===== config.mk =====
export PLATFORM = sky130hd
export DESIGN_NAME = abt_tenure
export DESIGN_NICKNAME = d
export VERILOG_FILES = /design/src/abt_pkg.sv /design/src/abt_addr_sel.sv /design/src/abt_snoop.sv /design/src/abt_tenure.sv
export VERILOG_INCLUDE_DIRS = /design/src
export SDC_FILE = /design/constraint.sdc
export NUM_CORES = 1
export LEC_CHECK = 0
export BUFFER_PORTS_ARGS = -buffer_cell sky130_fd_sc_hd__clkbuf_2
export CAP_MARGIN = 10
export CORE_MARGIN = 5
export CORE_UTILIZATION = 40
export CTS_CLUSTER_SIZE = 24
export DETAILED_ROUTE_END_ITERATION = 8
export GPL_TIMING_DRIVEN = 1
export PLACE_DENSITY = 0.76
export SLEW_MARGIN = 15
export SYNTH_ARGS = -nofsm -noshare
export SYNTH_HDL_FRONTEND = slang
export SYNTH_SLANG_ARGS = --single-unit
export TNS_END_PERCENT = 20

===== constraint.sdc =====
create_clock -name CLK -period 2.1 [get_ports CLK]
set_clock_uncertainty 0.15 [all_clocks]
set_input_delay 0.315 -clock CLK [delete_from_list [all_inputs] [get_ports CLK]]
set_output_delay 0.315 -clock CLK [all_outputs]
set_load 0.01 [all_outputs]

===== src/abt_cfg.svh =====
// constants of the address bus tenure block: widths, masks, timing counts
// assumes the bus clock is the block clock CLK; no other header needed
//
// Operation
// - drive busy asserted the cycle after an accepted qualified grant, hold while master
// - aborted pending request leaves busy negated after a qualified grant
// - after address acknowledge, drive busy negated at least half a cycle
// - after driving busy negated, release busy to high impedance
// - busy seen asserted by another party blocks taking the bus
// - busy seen negated means the bus is free given a qualified grant
// - transfer start marks valid address; implies data request unless address-only
// - transfer start asserts in the same cycle busy first asserts
// - transfer start negates one cycle after assertion
// - transfer start releases together with busy negation
// - transfer start from another master makes address and type valid for snooping
// - bidirectional 32-bit physical address bus
// - burst read gives critical double word; burst write gives line's first double word
// - address held constant through a burst, never incremented
// - address driven the cycle after qualified grant, with busy and start
// - address released one cycle after address acknowledge
// - qualified grant: grant asserted, busy negated, no retry after acknowledge
// - grant ignored between any transfer start and its acknowledge

`ifndef ABT_CFG_SVH
`define ABT_CFG_SVH

// ==========================================
// widths
`define ABT_ADDR_W       32
`define ABT_TT_W         5

// ==========================================
// transfer type bit positions, bit 4 is the first type line
`define ABT_TT_B0        4
`define ABT_TT_B2        2
`define ABT_TT_B3        1
`define ABT_TT_B4        0

// ==========================================
// burst address masks
`define ABT_DW_MASK      32'hFFFF_FFF8
`define ABT_LINE_MASK    32'hFFFF_FFE0

// ==========================================
// timing
`define ABT_CLK_MHZ      250
`define ABT_NEG_HOLD_PS  2000
`define ABT_NEG_HOLD_CYC ((`ABT_NEG_HOLD_PS * `ABT_CLK_MHZ + 999999) / 1000000)

// ==========================================
// idle pin levels
`define ABT_NEG_LVL      1'b1

`endif


===== src/abt_pkg.sv =====
// types shared by the address bus tenure modules
// assumes abt_cfg.svh is reachable on the include path

package abt_pkg;
`include "abt_cfg.svh"

   // ==========================================
   // tenure sequencer
   typedef enum logic [1:0] {
      ABT_IDLE,
      ABT_OWN,
      ABT_NEG
   } abt_state_t;

   typedef struct packed {
      abt_state_t                 st;
      logic [1:0]                 hold_cnt;
      logic                       abb_o;
      logic                       abb_oe;
      logic                       ts_o;
      logic                       ts_oe;
      logic [`ABT_ADDR_W-1:0]     a_o;
      logic                       a_oe;
      logic [`ABT_TT_W-1:0]       tt_o;
      logic                       tt_oe;
      logic                       ts_pend;
      logic                       addr_ack_n_d;
      logic                       taken;
      logic                       done;
      logic                       declined;
      logic                       dbus_req;
      logic                       owner;
   } abt_ten_st_t;

   // ==========================================
   // snoop capture
   typedef struct packed {
      logic                       valid;
      logic [`ABT_ADDR_W-1:0]     addr;
      logic [`ABT_TT_W-1:0]       tt;
   } abt_snp_st_t;

endpackage


===== src/abt_addr_sel.sv =====
// burst address shaping and address-only decode of the transfer type
// assumes inputs are stable while a request waits; purely combinational

`timescale 1ns/1ns

module abt_addr_sel
   import abt_pkg::*;
(
   input  wire logic [`ABT_ADDR_W-1:0] req_addr,
   input  wire logic                   req_burst,
   input  wire logic                   req_write,
   input  wire logic [`ABT_TT_W-1:0]   req_tt,
   output logic      [`ABT_ADDR_W-1:0] bus_addr,
   output logic                        addr_only
);

   // ==========================================
   // address choice
   always_comb
   begin
      bus_addr = req_addr;
      if (req_burst)
      begin
         if (req_write)
            bus_addr = req_addr & `ABT_LINE_MASK;
         else
            bus_addr = req_addr & `ABT_DW_MASK;
      end
   end

   // ==========================================
   // address-only types: second-from-low bit clear, except control word transfers
   always_comb
   begin
      addr_only = !req_tt[`ABT_TT_B3] &&
                  !(req_tt[`ABT_TT_B0] && req_tt[`ABT_TT_B2] && !req_tt[`ABT_TT_B4]);
   end

endmodule


===== src/abt_snoop.sv =====
// captures address and type when another master starts a transfer
// assumes bus pins are synchronous to clk and own_ts_oe is registered

`timescale 1ns/1ns

module abt_snoop
   import abt_pkg::*;
(
   input  wire logic                   clk,
   input  wire logic                   srst,
   input  wire logic                   ts_n_i,
   input  wire logic                   own_ts_oe,
   input  wire logic [`ABT_ADDR_W-1:0] addr_i,
   input  wire logic [`ABT_TT_W-1:0]   tt_i,
   output logic                        snp_valid,
   output logic      [`ABT_ADDR_W-1:0] snp_addr,
   output logic      [`ABT_TT_W-1:0]   snp_tt
);

   localparam abt_snp_st_t SNP_RST = '0;

   abt_snp_st_t snp_ff;
   abt_snp_st_t nxt_snp;

   // ==========================================
   // capture
   // one-cycle start strobe from others gives one capture per transfer
   always_comb
   begin
      nxt_snp       = snp_ff;
      nxt_snp.valid = 1'b0;
      if (!ts_n_i && !own_ts_oe)
      begin
         nxt_snp.valid = 1'b1;
         nxt_snp.addr  = addr_i;
         nxt_snp.tt    = tt_i;
      end
   end

   always_ff @(posedge clk)
   begin
      if (srst)
         snp_ff <= SNP_RST;
      else
         snp_ff <= nxt_snp;
   end

   assign snp_valid = snp_ff.valid;
   assign snp_addr  = snp_ff.addr;
   assign snp_tt    = snp_ff.tt;

endmodule


===== src/abt_tenure.sv =====
// address tenure of the system bus master: busy, transfer start, address
// assumes all bus pins switch on CLK edges; the testbench resolves the wires
// from the _O/_OE pairs; request, grant, acknowledge and retry come from
// outside this block

`timescale 1ns/1ns

module abt_tenure
   import abt_pkg::*;
(
   input  wire logic                   CLK,
   input  wire logic                   SRST,

   // user request side
   input  wire logic                   REQ_VALID,
   input  wire logic                   REQ_ABORT,
   input  wire logic [`ABT_ADDR_W-1:0] REQ_ADDR,
   input  wire logic [`ABT_TT_W-1:0]   REQ_TT,
   input  wire logic                   REQ_BURST,
   input  wire logic                   REQ_WRITE,
   output logic                        REQ_TAKEN,
   output logic                        REQ_DONE,
   output logic                        REQ_DECLINED,
   output logic                        DATA_BUS_REQ,
   output logic                        BUS_OWNER,

   // snoop side
   output logic                        SNP_VALID,
   output logic      [`ABT_ADDR_W-1:0] SNP_ADDR,
   output logic      [`ABT_TT_W-1:0]   SNP_TT,

   // arbitration and termination inputs
   input  wire logic                   BUS_GRANT_N,
   input  wire logic                   ADDR_ACK_N,
   input  wire logic                   ADDR_RETRY_N,

   // busy pin
   input  wire logic                   ADDR_BUS_BUSY_N_I,
   output logic                        ADDR_BUS_BUSY_N_O,
   output logic                        ADDR_BUS_BUSY_N_OE,

   // transfer start pin
   input  wire logic                   TRANSFER_START_N_I,
   output logic                        TRANSFER_START_N_O,
   output logic                        TRANSFER_START_N_OE,

   // address bus
   input  wire logic [`ABT_ADDR_W-1:0] ADDR_I,
   output logic      [`ABT_ADDR_W-1:0] ADDR_O,
   output logic                        ADDR_OE,

   // transfer type lines
   input  wire logic [`ABT_TT_W-1:0]   TRANSFER_TYPE_I,
   output logic      [`ABT_TT_W-1:0]   TRANSFER_TYPE_O,
   output logic                        TRANSFER_TYPE_OE
);

   // ==========================================
   // constants
   localparam logic [1:0] NEG_HOLD = 2'(`ABT_NEG_HOLD_CYC);
   localparam logic [1:0] NEG_LAST = NEG_HOLD - 2'd1;

   localparam abt_ten_st_t TEN_RST = '{
      st       : ABT_IDLE,
      hold_cnt : 2'd0,
      abb_o    : `ABT_NEG_LVL,
      abb_oe   : 1'b0,
      ts_o     : `ABT_NEG_LVL,
      ts_oe    : 1'b0,
      a_o      : 32'h0000_0000,
      a_oe     : 1'b0,
      tt_o     : 5'h00,
      tt_oe    : 1'b0,
      ts_pend  : 1'b0,
      addr_ack_n_d   : 1'b0,
      taken    : 1'b0,
      done     : 1'b0,
      declined : 1'b0,
      dbus_req : 1'b0,
      owner    : 1'b0
   };

   // ==========================================
   // state
   abt_ten_st_t                ten_ff;
   abt_ten_st_t                nxt_ten;

   logic [`ABT_ADDR_W-1:0]     sel_addr;
   logic                       sel_addr_only;
   logic                       gnt_qual;
   logic                       bus_free;
   logic                       retry_block;

   // ==========================================
   // burst address shaping
   abt_addr_sel u_addr_sel (
      .req_addr  (REQ_ADDR),
      .req_burst (REQ_BURST),
      .req_write (REQ_WRITE),
      .req_tt    (REQ_TT),
      .bus_addr  (sel_addr),
      .addr_only (sel_addr_only)
   );

   // ==========================================
   // snooping of other masters
   abt_snoop u_snoop (
      .clk       (CLK),
      .srst      (SRST),
      .ts_n_i    (TRANSFER_START_N_I),
      .own_ts_oe (ten_ff.ts_oe),
      .addr_i    (ADDR_I),
      .tt_i      (TRANSFER_TYPE_I),
      .snp_valid (SNP_VALID),
      .snp_addr  (SNP_ADDR),
      .snp_tt    (SNP_TT)
   );

   // ==========================================
   // grant qualification
   // busy low from anyone else keeps us off; we never drive it low in idle
   always_comb
   begin
      bus_free    = ADDR_BUS_BUSY_N_I;
      retry_block = ten_ff.addr_ack_n_d && !ADDR_RETRY_N;
      gnt_qual    = !BUS_GRANT_N && bus_free && !retry_block &&
                    !ten_ff.ts_pend;
   end

   // ==========================================
   // tenure sequencer
   always_comb
   begin
      nxt_ten          = ten_ff;
      nxt_ten.taken    = 1'b0;
      nxt_ten.done     = 1'b0;
      nxt_ten.declined = 1'b0;
      nxt_ten.dbus_req = 1'b0;
      nxt_ten.addr_ack_n_d   = !ADDR_ACK_N;

      // any start opens a window closed by the acknowledge; a new start wins
      if (!TRANSFER_START_N_I)
         nxt_ten.ts_pend = 1'b1;
      else if (!ADDR_ACK_N)
         nxt_ten.ts_pend = 1'b0;

      case (ten_ff.st)
         ABT_IDLE:
         begin
            if (REQ_VALID && gnt_qual)
            begin
               if (REQ_ABORT)
               begin
                  // busy stays released, mastership is declined
                  nxt_ten.declined = 1'b1;
               end
               else
               begin
                  nxt_ten.st       = ABT_OWN;
                  nxt_ten.owner    = 1'b1;
                  nxt_ten.abb_o    = 1'b0;
                  nxt_ten.abb_oe   = 1'b1;
                  nxt_ten.ts_o     = 1'b0;
                  nxt_ten.ts_oe    = 1'b1;
                  nxt_ten.a_o      = sel_addr;
                  nxt_ten.a_oe     = 1'b1;
                  nxt_ten.tt_o     = REQ_TT;
                  nxt_ten.tt_oe    = 1'b1;
                  nxt_ten.taken    = 1'b1;
                  nxt_ten.dbus_req = !sel_addr_only;
               end
            end
         end

         ABT_OWN:
         begin
            // address and type registers are not touched here
            nxt_ten.ts_o = 1'b1;
            if (!ADDR_ACK_N)
            begin
               nxt_ten.st       = ABT_NEG;
               nxt_ten.abb_o    = 1'b1;
               nxt_ten.ts_oe    = 1'b0;
               nxt_ten.a_oe     = 1'b0;
               nxt_ten.tt_oe    = 1'b0;
               nxt_ten.done     = 1'b1;
               nxt_ten.hold_cnt = NEG_LAST;
            end
         end

         ABT_NEG:
         begin
            // a whole cycle of driven high covers the half-cycle minimum
            if (ten_ff.hold_cnt == 2'd0)
            begin
               nxt_ten.st     = ABT_IDLE;
               nxt_ten.abb_oe = 1'b0;
               nxt_ten.owner  = 1'b0;
            end
            else
            begin
               nxt_ten.hold_cnt = ten_ff.hold_cnt - 2'd1;
            end
         end

         default:
         begin
            nxt_ten = TEN_RST;
         end
      endcase
   end

   always_ff @(posedge CLK)
   begin
      if (SRST)
         ten_ff <= TEN_RST;
      else
         ten_ff <= nxt_ten;
   end

   // ==========================================
   // outputs, all from ten_ff
   assign REQ_TAKEN           = ten_ff.taken;
   assign REQ_DONE            = ten_ff.done;
   assign REQ_DECLINED        = ten_ff.declined;
   assign DATA_BUS_REQ        = ten_ff.dbus_req;
   assign BUS_OWNER           = ten_ff.owner;
   assign ADDR_BUS_BUSY_N_O   = ten_ff.abb_o;
   assign ADDR_BUS_BUSY_N_OE  = ten_ff.abb_oe;
   assign TRANSFER_START_N_O  = ten_ff.ts_o;
   assign TRANSFER_START_N_OE = ten_ff.ts_oe;
   assign ADDR_O              = ten_ff.a_o;
   assign ADDR_OE             = ten_ff.a_oe;
   assign TRANSFER_TYPE_O     = ten_ff.tt_o;
   assign TRANSFER_TYPE_OE    = ten_ff.tt_oe;

endmodule


# Yosys cells after proc, flatten, opt, wreduce, memory -nomap -nowiden
# Cells that the tools add are included.
# op_classes
n_addsub	1
n_eq_ne	8
n_mux	28
n_bitwise	6
reduce_logical	34
# op_table
op	n
2-to-1 mux 43 bit	2
case mux 32 bit (2 select lines)	1
2-to-1 mux 38 bit	1
case mux 2 bit (3 select lines)	3
2-to-1 mux 5 bit	3
case mux 1 bit (3 select lines)	5
inequality test 2 bit (second input constant)	6
AND reduction 4 bit	3
zero test 1 bit	11
case mux 5 bit (2 select lines)	1
logical AND 1 bit	9
AND reduction 3 bit	3
2-to-1 mux 1 bit	8
2-to-1 mux 2 bit	4
inverter 1 bit	6
OR reduction 2 bit	3
OR reduction 3 bit	2
zero test 2 bit	2
OR reduction 4 bit	1
equality test 2 x 1 -> 1 bit (second input constant)	1
equality test 2 bit (second input constant)	1
subtractor 2 x 1 -> 2 bit (second input constant)	1
# word_totals
register_bits	92
output_inout_bits	86

# Depth between registers and ports, before layout
# Gate-level depths: netlist of the first run.
# logic_depth
word_depth	8
mapped_depth	6
ltp_nobuf	6

# By module
# From an unflattened synthesis of the first run, not the netlist that was laid out.
# unflattened
cells_unflattened	488
area_unflattened_um2	4351.7
# modules_own_cells
module	n_inst	cells_per_inst	area_per_inst_um2	seq_area_each_um2
abt_tenure	1	284	2527.4	1021.0
abt_snoop	1	170	1577.8	760.7
abt_addr_sel	1	34	246.5	0.0

# Worst setup path after synthesis of the first run
# OpenSTA, ideal clock, no wires.
# synth_timing
kind	reg2reg
from	register ten_ff[52] (netlist bit)
to	register ten_ff (netlist bit ADDR_O[0])
arrival_ns	1.621
required_time_ns	1.893
setup_slack_ns	0.272
stages_incl_launch_ff	7
n_path_buf	0
period_less_slack_ns	1.828
path_cell_list	dfxtp_1 -> inv_1 -> ha_1 -> nand2b_4 -> nor4b_4 -> and2b_1 -> a22o_2
# synth_between
elab_chain_cells	4
elab_cells_between_ends	9
# synth_rtl
element	line_no	source
start, declared	abt_tenure.sv:85	abt_ten_st_t ten_ff;
start signal, assigned	abt_tenure.sv:218	ten_ff <= nxt_ten;
equality test 2 bit or equality test 2 x 1 -> 1 bit (tied branches)	abt_tenure.sv:147	case (ten_ff.st)
OR reduction 2 bit (no line)	--	
inverter 1 bit (no line)	--	
AND reduction 3 bit (no line)	--	
# Several ways; a longest one is shown, not always the timed one.
# A chain may end at the register's enable or synchronous reset.

# Final worst setup path of the first run
# Same ends and word-level chain as after synthesis.

==> results of run 1 <==
-- stage by stage --
stage	cell area, um2	util (%)
floorplan	3460	-
global placement	4090	47.6
detailed placement	4090	47.6
CTS	4290	49.9
global route	4290	49.9
finish	4290	49.9
-- layout make-up --
type | instances | area share (%)
inverter | 8 | 0.700
sequential | 89 | 41.5
clock inverter | 4 | 0.642
tap | 108 | 3.15
timing repair buffer | 175 | 21.0
clock buffer | 12 | 3.62
multi-input combinational | 210 | 29.4
-- Yosys cell counts (all sizes together) --
cell type	instances	area, um2
dfxtp	89	1780
nand2b	2	20.0
o31a	1	10.0
a31oi	1	6.26
nand3	3	15.0
nor2	9	33.8
nor4	1	6.26
a211oi	1	7.51
inv	8	30.0
clkbuf	13	48.8
a22oi	1	7.51
ha	7	87.6
nand2	82	308
nor2b	1	6.26
o21a	2	15.0
or2	1	6.26
a21oi	44	224
nor4b	1	23.8
a22o	35	310
nor3b	2	15.0
or3	1	6.26
o21ai	4	20.0
and2b	2	16.3
nand4bb	1	27.5
nor3	4	20.0
o31ai	1	21.3
a32o	2	20.0
buf	46	368
-- layout by cell type (no fill, tap or decap), drive strengths merged, types with 2 or more instances in the layout --
master | netlist | routed
a21oi | 44 | 45
a32o | 2 | 2
nor3b | 2 | 2
nand2b | 2 | 2
dfxtp | 89 | 89
ha | 7 | 7
o21ai | 4 | 4
a22o | 35 | 35
buf | 46 | 5
and2b | 2 | 2
nand2 | 82 | 82
o21a | 2 | 2
inv | 8 | 8
nor3 | 4 | 4
nor2 | 9 | 9
nand3 | 3 | 3
clkinvlp | 0 | 3
clkbuf | 13 | 182
-- power by group through the flow --
stage / logic [W] / registers (W) / clock network, W
2_1_floorplan: 0.000358 / 0.00187 / 0
3_3_place_gp: 0.000560 / 0.00185 / 0
3_5_place_dp: 0.000575 / 0.00185 / 0
4_1_cts: 0.000603 / 0.00181 / 0.00112
5_1_grt: 0.000666 / 0.00182 / 0.00120
6_report: 0.000596 / 0.00181 / 0.00108
-- kinds of logic after synthesis --
group | share of synthesized area (%)
AND/OR/NAND/NOR | 14.6
AO/OA/AOI/OAI | 18.5
flip-flops | 51.5
buffers and inverters | 12.9
adder cells (fa/ha/maj) | 2.53
-- per-layer routing --
layer / up-vias / GRT usage, % / wire length, um / share of wire [%]
met5: - / 0 / 0 / 0
met4: 0 / 6.18 / 140 / 1.6
met3: 11 / 6.50 / 1230 / 14
met2: 143 / 24.7 / 3700 / 43
met1: 1348 / 18.5 / 3480 / 41
li1: 1456 / - / - / -
-- worst max-delay path: stages (launching register included) --
cell     delay [ns]
dfxtp_1        0.41
inv_1          0.11
ha_1           0.32
nor2_1         0.11
nor4b_4        0.26
buf_12         0.24
and2b_1        0.19
a22o_2         0.14
-- worst max-delay path by stage --
stage | startpoint | to | slack, ns
after detailed placement | ten_ff[52]$_SDFFE_PP0P_ | ADDR_O[19]$_SDFFE_PP0P_ | -0.08
after global placement | ten_ff[52]$_SDFFE_PP0P_ | ADDR_O[1]$_SDFFE_PP0P_ | 0.009
after global routing | ten_ff[52]$_SDFFE_PP0P_ | ADDR_O[2]$_SDFFE_PP0P_ | 0.007
final | ten_ff[52]$_SDFFE_PP0P_ | ADDR_O[0]$_SDFFE_PP0P_ | 0.11
after CTS | ten_ff[52]$_SDFFE_PP0P_ | ADDR_O[0]$_SDFFE_PP0P_ | 0.12
after floorplan | ten_ff[52]$_SDFFE_PP0P_ | ADDR_O[0]$_SDFFE_PP0P_ | 0.27
-- registers in the layout (all words and copies together), names as in the netlist, 5 cells and up --
signal,cells
ten_ff,6
u_snoop.snp_addr,32
TRANSFER_TYPE_O,5
u_snoop.snp_tt,5
ADDR_O,32
==> impl_metrics.json, run 1 <==
{
  "critPathArrivalTime_ns": 2.13,
  "clock.fmax_mhz": 502,
  "grt_pass1_wl_um": 12900,
  "grt_pass1_vias": 2841,
  "p_clk_share_pct": 30.9,
  "track_usage_pct": 15.5,
  "end_kind": "flip-flop",
  "rsz0062_at_grt": "no",
  "cts_buffers": 9,
  "post_cts_buffers": 0,
  "cts_hold_buffers": 0,
  "rr_worst_depth": 7,
  "worstSetupPathType": "flip-flop to flip-flop",
  "syn_area_um2": 3460,
  "p_sw_w": 0.000984,
  "worstMarginPinSlew_ns": 0.549,
  "min_from": "REQ_ADDR[24]",
  "htreeDepth": 3,
  "fillCellCount": 802,
  "io_buffers": 170,
  "grt_overflow_total": 0,
  "ys_types": 33,
  "ant_nets": 0,
  "hp-class": "primary input to flip-flop",
  "initial_core_util_pct": 40.3,
  "vias_per_cell": 4.88,
  "whs_ns": 0.0219,
  "hold-path-endpoint": "ADDR_O[24]$_SDFFE_PP0P_",
  "period_share_pct": 94.8,
  "cts.sinks": 89,
  "num_io_pins": 171,
  "wl_per_cell_um": 14.1,
  "dp_cells": 589,
  "maxCapViolations": 0,
  "final_cells": 606,
  "drc_errors": 0,
  "cts-resized-gates": 1,
  "dp_hpwl_um": 6220,
  "avgSynthCellArea_um2": 9.49,
  "seq_power_share_pct": 52.0,
  "hold_depth": 2,
  "vias": 2958,
  "clkTransAtPathRegs_ns": 0.09,
  "fin_nets": 585,
  "diodes": 0,
  "synth_cells": 365,
  "clk_path_buf_depth": 2,
  "cts_tree": "done",
  "vdd.ir_drop.worst_uv": 360,
  "synth_nets": 457,
  "swShare_pct": 28.2,
  "p_per_area_nw_per_um2": 812,
  "rows": 34,
  "seq_area_um2": 1780,
  "status": "finished clean",
  "path_max_fanout": 35,
  "fin_ws_ns": 0.109,
  "fp.dieH_um": 103,
  "multi_input_area_um2": 1260,
  "place_ws_ns": -0.0790,
  "slew-limit-headroom_pct": 63.3,
  "p_leak_nw": 2.05,
  "area_growth_pct": 23.9,
  "fp.coreArea_um2": 8590,
  "first_pass_iters": 4,
  "die-area_um2": 10600,
  "place.gp.congestion": 0.754,
  "fin_crit_ns": 1.99,
  "root_buffer": "clkbuf_8",
  "r2r_start": "ten_ff[52]$_SDFFE_PP0P_",
  "r2r_slack_ns": 0.11,
  "comb_power_share_pct": 17.1,
  "clk_latency_ns": 0.34,
  "die_w_um": 103,
  "hold_viol": 0,
  "ys_ff_latch": 89,
  "timing.rr.end": "ADDR_O[0]$_SDFFE_PP0P_",
  "wl_um": 8550,
  "critPathLaunchType": "flip-flop",
  "finalPower_w": 0.00348,
  "grt_max_degree": 49,
  "final_layout_size_suffix_gt1_share_pct": 40.8,
  "antenna_found_initial": 0,
  "seq_area_frac_synth_pct": 51.5,
  "ys_warn_count": 0,
  "slew_violations": 0,
  "setup_viol": 0,
  "p_int_w": 0.00250,
  "cp.required_ns": 2.24,
  "drt_iter0_drc": 72,
  "tns_ns": 0
}
Note: power is estimated with default switching activity, not from simulation.
==> run 2, diff against run 1 <==
--- a/config.mk
+++ b/config.mk
@@ -8,14 +8,16 @@
 export LEC_CHECK = 0
 export BUFFER_PORTS_ARGS = -buffer_cell sky130_fd_sc_hd__clkbuf_2
 export CAP_MARGIN = 10
+export CORE_ASPECT_RATIO = 0.5
 export CORE_MARGIN = 5
 export CORE_UTILIZATION = 40
 export CTS_CLUSTER_SIZE = 24
 export DETAILED_ROUTE_END_ITERATION = 8
 export GPL_TIMING_DRIVEN = 1
-export PLACE_DENSITY = 0.76
+export PLACE_DENSITY = 0.73
 export SLEW_MARGIN = 15
 export SYNTH_ARGS = -nofsm -noshare
 export SYNTH_HDL_FRONTEND = slang
+export SYNTH_HIERARCHICAL = 1
 export SYNTH_SLANG_ARGS = --single-unit
 export TNS_END_PERCENT = 20
==> run 2 against run 1 <==
  * Sequential power is 17% higher
  * Clock power grew 46%
  * Largest cell class is now multi-input combinational cells
  * Largest power group unchanged
  * Highest routed layer unchanged
  * Worst setup slack improved by 0.087 ns
  * Register-to-register slack improved by 0.09 ns
  * Wire length up 24%
  * Non-clock buffer count increased by 7
  * Critical path type unchanged
  * Synthesized cell count rose by 34%
  * Maximum frequency rose by 4.6%
  * Final cell count increased by 18%
==> impl_metrics.json, run 2 <==
{
  "fp.coreArea_um2": 10400,
  "area_growth_pct": 16.5,
  "wl_per_cell_um": 14.8,
  "cts.sinks": 89,
  "clk_latency_ns": 0.33,
  "drc_errors": 0,
  "setup_viol": 0,
  "hold_depth": 3,
  "worstMarginPinSlew_ns": 0.458,
  "end_kind": "flip-flop",
  "hp-class": "primary input to flip-flop",
  "vias": 3619,
  "yosys.area_share.simple_pct": 19.4,
  "synthArstFlopShare_pct": 0,
  "timing.rr.end": "ADDR_O[21]$_SDFFE_PP0P_",
  "hold-path-endpoint": "ADDR_O[31]$_SDFFE_PP0P_",
  "grt_util_met1_pct": 20.5,
  "die-area_um2": 13200,
  "fp.dieH_um": 83.8,
  "crit_family": "buffers and inverters",
  "place.gp.congestion": 0.748,
  "clk_path_buf_depth": 2,
  "num_io_pins": 171,
  "ys_types": 31,
  "fillCellCount": 1022,
  "place_ws_ns": 0.194,
  "grt_pass1_wl_um": 17200,
  "maxCapViolations": 0,
  "final_common_cell": "clkbuf_2",
  "rsz0062_at_grt": "no",
  "vias_per_cell": 5.08,
  "status": "finished clean",
  "drt_iter0_drc": 176,
  "vdd.ir_drop.worst_uv": 503,
  "ys_ff_latch": 89,
  "ys_warn_count": 6,
  "synth_nets": 580,
  "diodes": 0,
  "cts_hold_buffers": 0,
  "synth_common_cells": "dfxtp_1, a21oi_1, buf_4",
  "worstSetupPathType": "flip-flop to flip-flop",
  "hold_viol": 0,
  "avgSynthCellArea_um2": 8.92,
  "grt_max_degree": 68,
  "path_buf_inv": 3,
  "grt_util_met2_pct": 25.4,
  "crit_chain": "inv_1 -> ha_1 -> buf_12 -> o31ai_4 -> buf_4 -> nand4b_1 -> a21oi_1",
  "tns_ns": 0,
  "dp_hpwl_um": 7350,
  "die_w_um": 158,
  "period_share_pct": 90.7,
  "rr_worst_depth": 7,
  "cp_slowest_cell": "dfxtp_1",
  "finalPower_w": 0.00554,
  "yosysTopAreaCellShare_pct": 40.9,
  "cts_buffers": 9,
  "synth_cells": 488,
  "track_usage_pct": 15.6,
  "grt_pass1_vias": 3419,
  "antenna_found_initial": 0,
  "min_from": "REQ_ADDR[31]",
  "critPathArrivalTime_ns": 2.00,
  "cts_tree": "done",
  "first_pass_iters": 4,
  "syn_area_um2": 4350,
  "root_buffer": "clkbuf_16",
  "r2r_slack_ns": 0.20,
  "p_leak_nw": 2.16,
  "clock.fmax_mhz": 525,
  "yosysTopAreaCell": "dfxtp_1",
  "seq_area_frac_synth_pct": 40.9,
  "initial_core_util_pct": 41.8,
  "final_layout_size_suffix_gt1_share_pct": 34.9,
  "htreeDepth": 3,
  "synth_mux_area_share_pct": 0.460,
  "whs_ns": 0.0889,
  "fin_ws_ns": 0.196,
  "yosysMostFrequentCell": "dfxtp_1",
  "critPathLaunchType": "flip-flop",
  "wl_um": 10600,
  "final_cell_mix": "clkbuf_2, dfxtp_1, a21oi_1",
  "synth_edf_count": 0,
  "fin_nets": 660,
  "crit_path_max_incr_delay_ns": 0.42,
  "r2r_start": "ten_ff[52]$_SDFFE_PP0P_",
  "synth_xor_area_share_pct": 0,
  "synth_ff_type": "dfxtp_1",
  "grt_overflow_total": 0,
  "synth_compound_area_share_pct": 19.7,
  "p_per_area_nw_per_um2": 1090,
  "fin_crit_ns": 1.90,
  "cp.required_ns": 2.20,
  "slew_violations": 0,
  "slew-limit-headroom_pct": 69.5,
  "io_buffers": 170,
  "synth_top_family_by_area": "compound AO/OA/AOI/OAI gates",
  "netlist_top_cells_area": "dfxtp_1, buf_4, a21oi_1",
  "rows": 26,
  "path_max_fanout": 42,
  "ant_nets": 0,
  "busiest_layer": "met2",
  "use_met3_pct": 4.71,
  "synth-adder-area-share_pct": 2.01,
  "clkTransAtPathRegs_ns": 0.07
}
run 2: changes by cell type after synthesis, moves of 4 or more:
cell	delta
nand2_1	-76
nand4b_1	+37
or3b_1	+37
o21ai_0	+36
a21oi_1	+35
o21ai_1	+35
a22o_1	-32
buf_4	+29
clkbuf_1	+12
buf_2	+7
buf_1	+4
nand2b_1	+4
nor2b_1	+4
run 2: area by class of cell:
cell class,instances,area [um2],share of cell area [%]
tap,140,175,3.46
inverter,6,22.5,0.444
clock buffer,11,233,4.59
timing repair buffer,182,991,19.5
sequential,89,1780,35.2
clock inverter,5,53.8,1.06
multi-input combinational,280,1810,35.7
run 2: layer usage:
layer  wire, um  vias up
met5          0        -
met4         99        0
met3        771        8
met2       5120      107
met1       4580     1675
li1           -     1829
run 2: power by group:
| part | total (W) | switching (W) | internal (W) |
|---|---|---|---|
| clock | 0.00158 | 0.000659 | 0.000922 |
| sequential | 0.00212 | 0.000163 | 0.00195 |
| combinational | 0.00185 | 0.00108 | 0.000764 |
| total | 0.00554 | 0.00190 | 0.00364 |
run 2: cell families after synthesis:
kind of cell | Yosys count
compound gates | 163
flops | 89
mux | 2
buf+inv | 119
fa+ha+maj | 7
simple gates | 108
run 2: how the worst max path moves through the flow:
stage                                 start                       to  slack [ns]  cells past startpoint
floorplan           ten_ff[52]$_SDFFE_PP0P_  ADDR_O[11]$_SDFFE_PP0P_        0.38                      7
global placement    ten_ff[53]$_SDFFE_PP0P_  DATA_BUS_REQ$_SDFF_PP0_        0.25                      5
detailed placement  ten_ff[52]$_SDFFE_PP0P_  ADDR_O[21]$_SDFFE_PP0P_        0.19                      7
CTS                 ten_ff[52]$_SDFFE_PP0P_  ten_ff[51]$_SDFFE_PP0P_        0.12                      7
global route        ten_ff[52]$_SDFFE_PP0P_  ADDR_O[21]$_SDFFE_PP0P_        0.04                      7
finish              ten_ff[52]$_SDFFE_PP0P_  ADDR_O[21]$_SDFFE_PP0P_        0.20                      7
run 2: tightest hold or removal path, stage by stage:
cell and delay (ns):
clkbuf_2 0.08, nand4b_1 0.07, a21oi_1 0.06
run 2: per-stage QoR:
step	instances	cell area (um2)	util (%)
final	713	5070	48.7
after global routing	713	5070	48.7
after CTS	713	5070	48.7
after detailed placement	697	4780	45.9
after global placement	697	4780	45.9
after floorplan	488	4350	-
run 2: what timing repair did:
action | 4_1_cts | 5_1_grt
endpoints found under the setup margin | 0 | 1
setup buffers | 0 | 0
resized for setup | 0 | 1
==> run 3, diff against run 2 <==
--- a/config.mk
+++ b/config.mk
@@ -6,15 +6,17 @@
 export SDC_FILE = /design/constraint.sdc
 export NUM_CORES = 1
 export LEC_CHECK = 0
+export ABC_AREA = 1
 export BUFFER_PORTS_ARGS = -buffer_cell sky130_fd_sc_hd__clkbuf_2
 export CAP_MARGIN = 10
 export CORE_ASPECT_RATIO = 0.5
 export CORE_MARGIN = 5
 export CORE_UTILIZATION = 40
+export CTS_CLUSTER_DIAMETER = 50
 export CTS_CLUSTER_SIZE = 24
 export DETAILED_ROUTE_END_ITERATION = 8
 export GPL_TIMING_DRIVEN = 1
-export PLACE_DENSITY = 0.73
+export PLACE_DENSITY = 0.72
 export SLEW_MARGIN = 15
 export SYNTH_ARGS = -nofsm -noshare
 export SYNTH_HDL_FRONTEND = slang
==> constraint.sdc (replaced) <==
create_clock -name CLK -period 2.4 [get_ports CLK]
set_clock_uncertainty 0.15 [all_clocks]
set_input_delay 0.36 -clock CLK [delete_from_list [all_inputs] [get_ports CLK]]
set_output_delay 0.36 -clock CLK [all_outputs]
set_load 0.01 [all_outputs]
==> run 3 against run 2 <==
  * Sequential power grew 8%
  * Non-clock buffer count shrank 6
  * Synthesized area grew 6.1%
  * Clock power shrank 8%
  * Utilization shrank 0.61 points
  * Maximum frequency shrank 1.6%
  * Hold slack gained 0.016 ns
  * Wire length shrank 2.7%
  * Final cell count grew 34%
  * Clock-buffer cell count shrank 1
  * Via count grew 11%
==> impl_metrics.json, run 3 <==
{
  "first_pass_iters": 4,
  "synth_ff_type": "dfxtp_1",
  "wl_per_cell_um": 10.8,
  "clkTransAtPathRegs_ns": 0.07,
  "yosysMostFrequentCell": "nand2_1",
  "synthArstFlopShare_pct": 0,
  "cts_tree": "done",
  "place_ws_ns": 0.476,
  "fp.dieH_um": 86.0,
  "final_layout_size_suffix_gt1_share_pct": 24.7,
  "cts_buffers": 9,
  "vias": 4028,
  "rows": 27,
  "clock.fmax_mhz": 517,
  "die_w_um": 162,
  "synth_cells": 716,
  "initial_core_util_pct": 41.4,
  "avgSynthCellArea_um2": 6.45,
  "num_io_pins": 171,
  "rsz0062_at_grt": "no",
  "hp-class": "primary input to flip-flop",
  "clk_path_buf_depth": 2,
  "critPathArrivalTime_ns": 2.02,
  "p_leak_nw": 3.29,
  "critPathLaunchType": "flip-flop",
  "final_cell_mix": "nand2_1, clkbuf_2, nor2_1",
  "grt_pass1_wl_um": 16600,
  "track_usage_pct": 14.4,
  "cts-resized-gates": 0,
  "synth_edf_count": 0,
  "path_max_fanout": 60,
  "wl_um": 10300,
  "fp.coreArea_um2": 11100,
  "slew_violations": 0,
  "seq_area_um2": 1780,
  "ant_nets": 0,
  "slew-limit-headroom_pct": 57.7,
  "tns_ns": 0,
  "hold_viol": 0,
  "ys_warn_count": 6,
  "synth_nets": 808,
  "antenna_found_initial": 0,
  "fin_nets": 898,
  "maxCapViolations": 0,
  "syn_area_um2": 4620,
  "diodes": 0,
  "dp_cells": 940,
  "htreeDepth": 3,
  "clk_latency_ns": 0.33,
  "status": "finished clean",
  "netlist_top_cells_area": "dfxtp_1, nand2_1, nor2_1",
  "cp.required_ns": 2.48,
  "grt_max_degree": 75,
  "cts_hold_buffers": 0,
  "fin_crit_ns": 1.93,
  "synth_common_cells": "nand2_1, nor2_1, inv_1",
  "drt_iter0_drc": 259,
  "period_share_pct": 80.6,
  "post_cts_buffers": 0,
  "die-area_um2": 13900,
  "area_growth_pct": 16.1,
  "worstMarginPinSlew_ns": 0.634,
  "drc_errors": 0,
  "ys_ff_latch": 89,
  "place.gp.congestion": 0.761,
  "yosysTopAreaCell": "dfxtp_1",
  "dp_hpwl_um": 7460,
  "final_cells": 956,
  "p_per_area_nw_per_um2": 1310,
  "finalPower_w": 0.00704,
  "setup_viol": 0,
  "end_kind": "flip-flop",
  "fillCellCount": 1180,
  "grt_overflow_total": 0,
  "root_buffer": "clkbuf_16",
  "cts.sinks": 89,
  "worstSetupPathType": "flip-flop to flip-flop",
  "vias_per_cell": 4.21,
  "multi_input_area_um2": 1670,
  "seq_area_frac_synth_pct": 38.6,
  "ys_types": 24,
  "grt_pass1_vias": 3602,
  "io_buffers": 170,
  "fin_ws_ns": 0.466,
  "final_common_cell": "nand2_1",
  "vdd.ir_drop.worst_uv": 581,
  "yosysTopAreaCellShare_pct": 38.6
}
run 3: cell count changes in the layout (fill, tap and decap cells not counted), moves of 35 or more:
cell | previous run | this run
a21oi_1 | 77 | 4
inv_1 | 6 | 129
nand2_1 | 6 | 202
nand4b_1 | 37 | 0
nor2_1 | 9 | 150
o21ai_0 | 40 | 1
o21ai_1 | 35 | 0
or3b_1 | 37 | 0
run 3: layout make-up:
cell class,instances,area share (%)
Sequential cell,89,33.2
Multi-Input combinational cell,399,31.2
Timing Repair Buffer,176,17.2
Inverter,131,9.17
Clock buffer,10,4.46
Tap cell,145,3.38
Clock inverter,6,1.40
run 3: power by group:
group	switching, W	internal [W]	total (W)	leakage [nW]
registers	0.000278	0.00200	0.00228	0.734
clock network	0.000598	0.000850	0.00145	0.151
logic	0.00212	0.00119	0.00331	2.41
total	0.00300	0.00404	0.00704	3.29
run 3: critical path, cell delays in order (launching register included):
cell and delay [ns]:
dfxtp_1 0.35, inv_1 0.13, ha_2 0.27, nand2_2 0.26, nand3_4 0.18, buf_12 0.25
nand2_1 0.09, nand2_1 0.07, nor2_1 0.04
run 3: kinds of logic after synthesis:
| kind of cell | synth area share (%) |
|---|---|
| DFF | 38.6 |
| adders and majority gates | 1.90 |
| and+or+nand+nor | 32.7 |
| buffers and inverters | 25.4 |
| AOI/OAI and AO/OA | 1.38 |
run 3: per-stage QoR:
stage / hold slack (ns) / cell area (um2) / utilization (%)
floorplan: 0.281 / 4620 / -
global route: 0.108 / 5360 / 48.1
CTS: 0.0889 / 5360 / 48.1
finish: 0.104 / 5360 / 48.1
detailed placement: 0.289 / 5050 / 45.3
global placement: 0.289 / 5050 / 45.3
run 3: final timing paths:
kind                                        from  slack [ns]  depth (start not counted)                             end
hold reg to reg   ADDR_BUS_BUSY_N_O$_SDFFE_PP1P_        0.30                          2  ADDR_BUS_BUSY_N_O$_SDFFE_PP1P_
hold / removal                        ADDR_ACK_N        0.10                          2             REQ_DONE$_SDFF_PP0_
setup reg to reg         ten_ff[52]$_SDFFE_PP0P_        0.47                          8         ADDR_O[27]$_SDFFE_PP0P_
setup / recovery         ten_ff[52]$_SDFFE_PP0P_        0.47                          8         ADDR_O[27]$_SDFFE_PP0P_
run 3: per-layer routing:
layer / vias up / GRT usage, % / routed length, um
met5: - / 0 / 0
met4: 0 / 3.84 / 126
met3: 12 / 4.08 / 716
met2: 123 / 24.5 / 4670
met1: 1720 / 18.1 / 4770
li1: 2173 / - / -
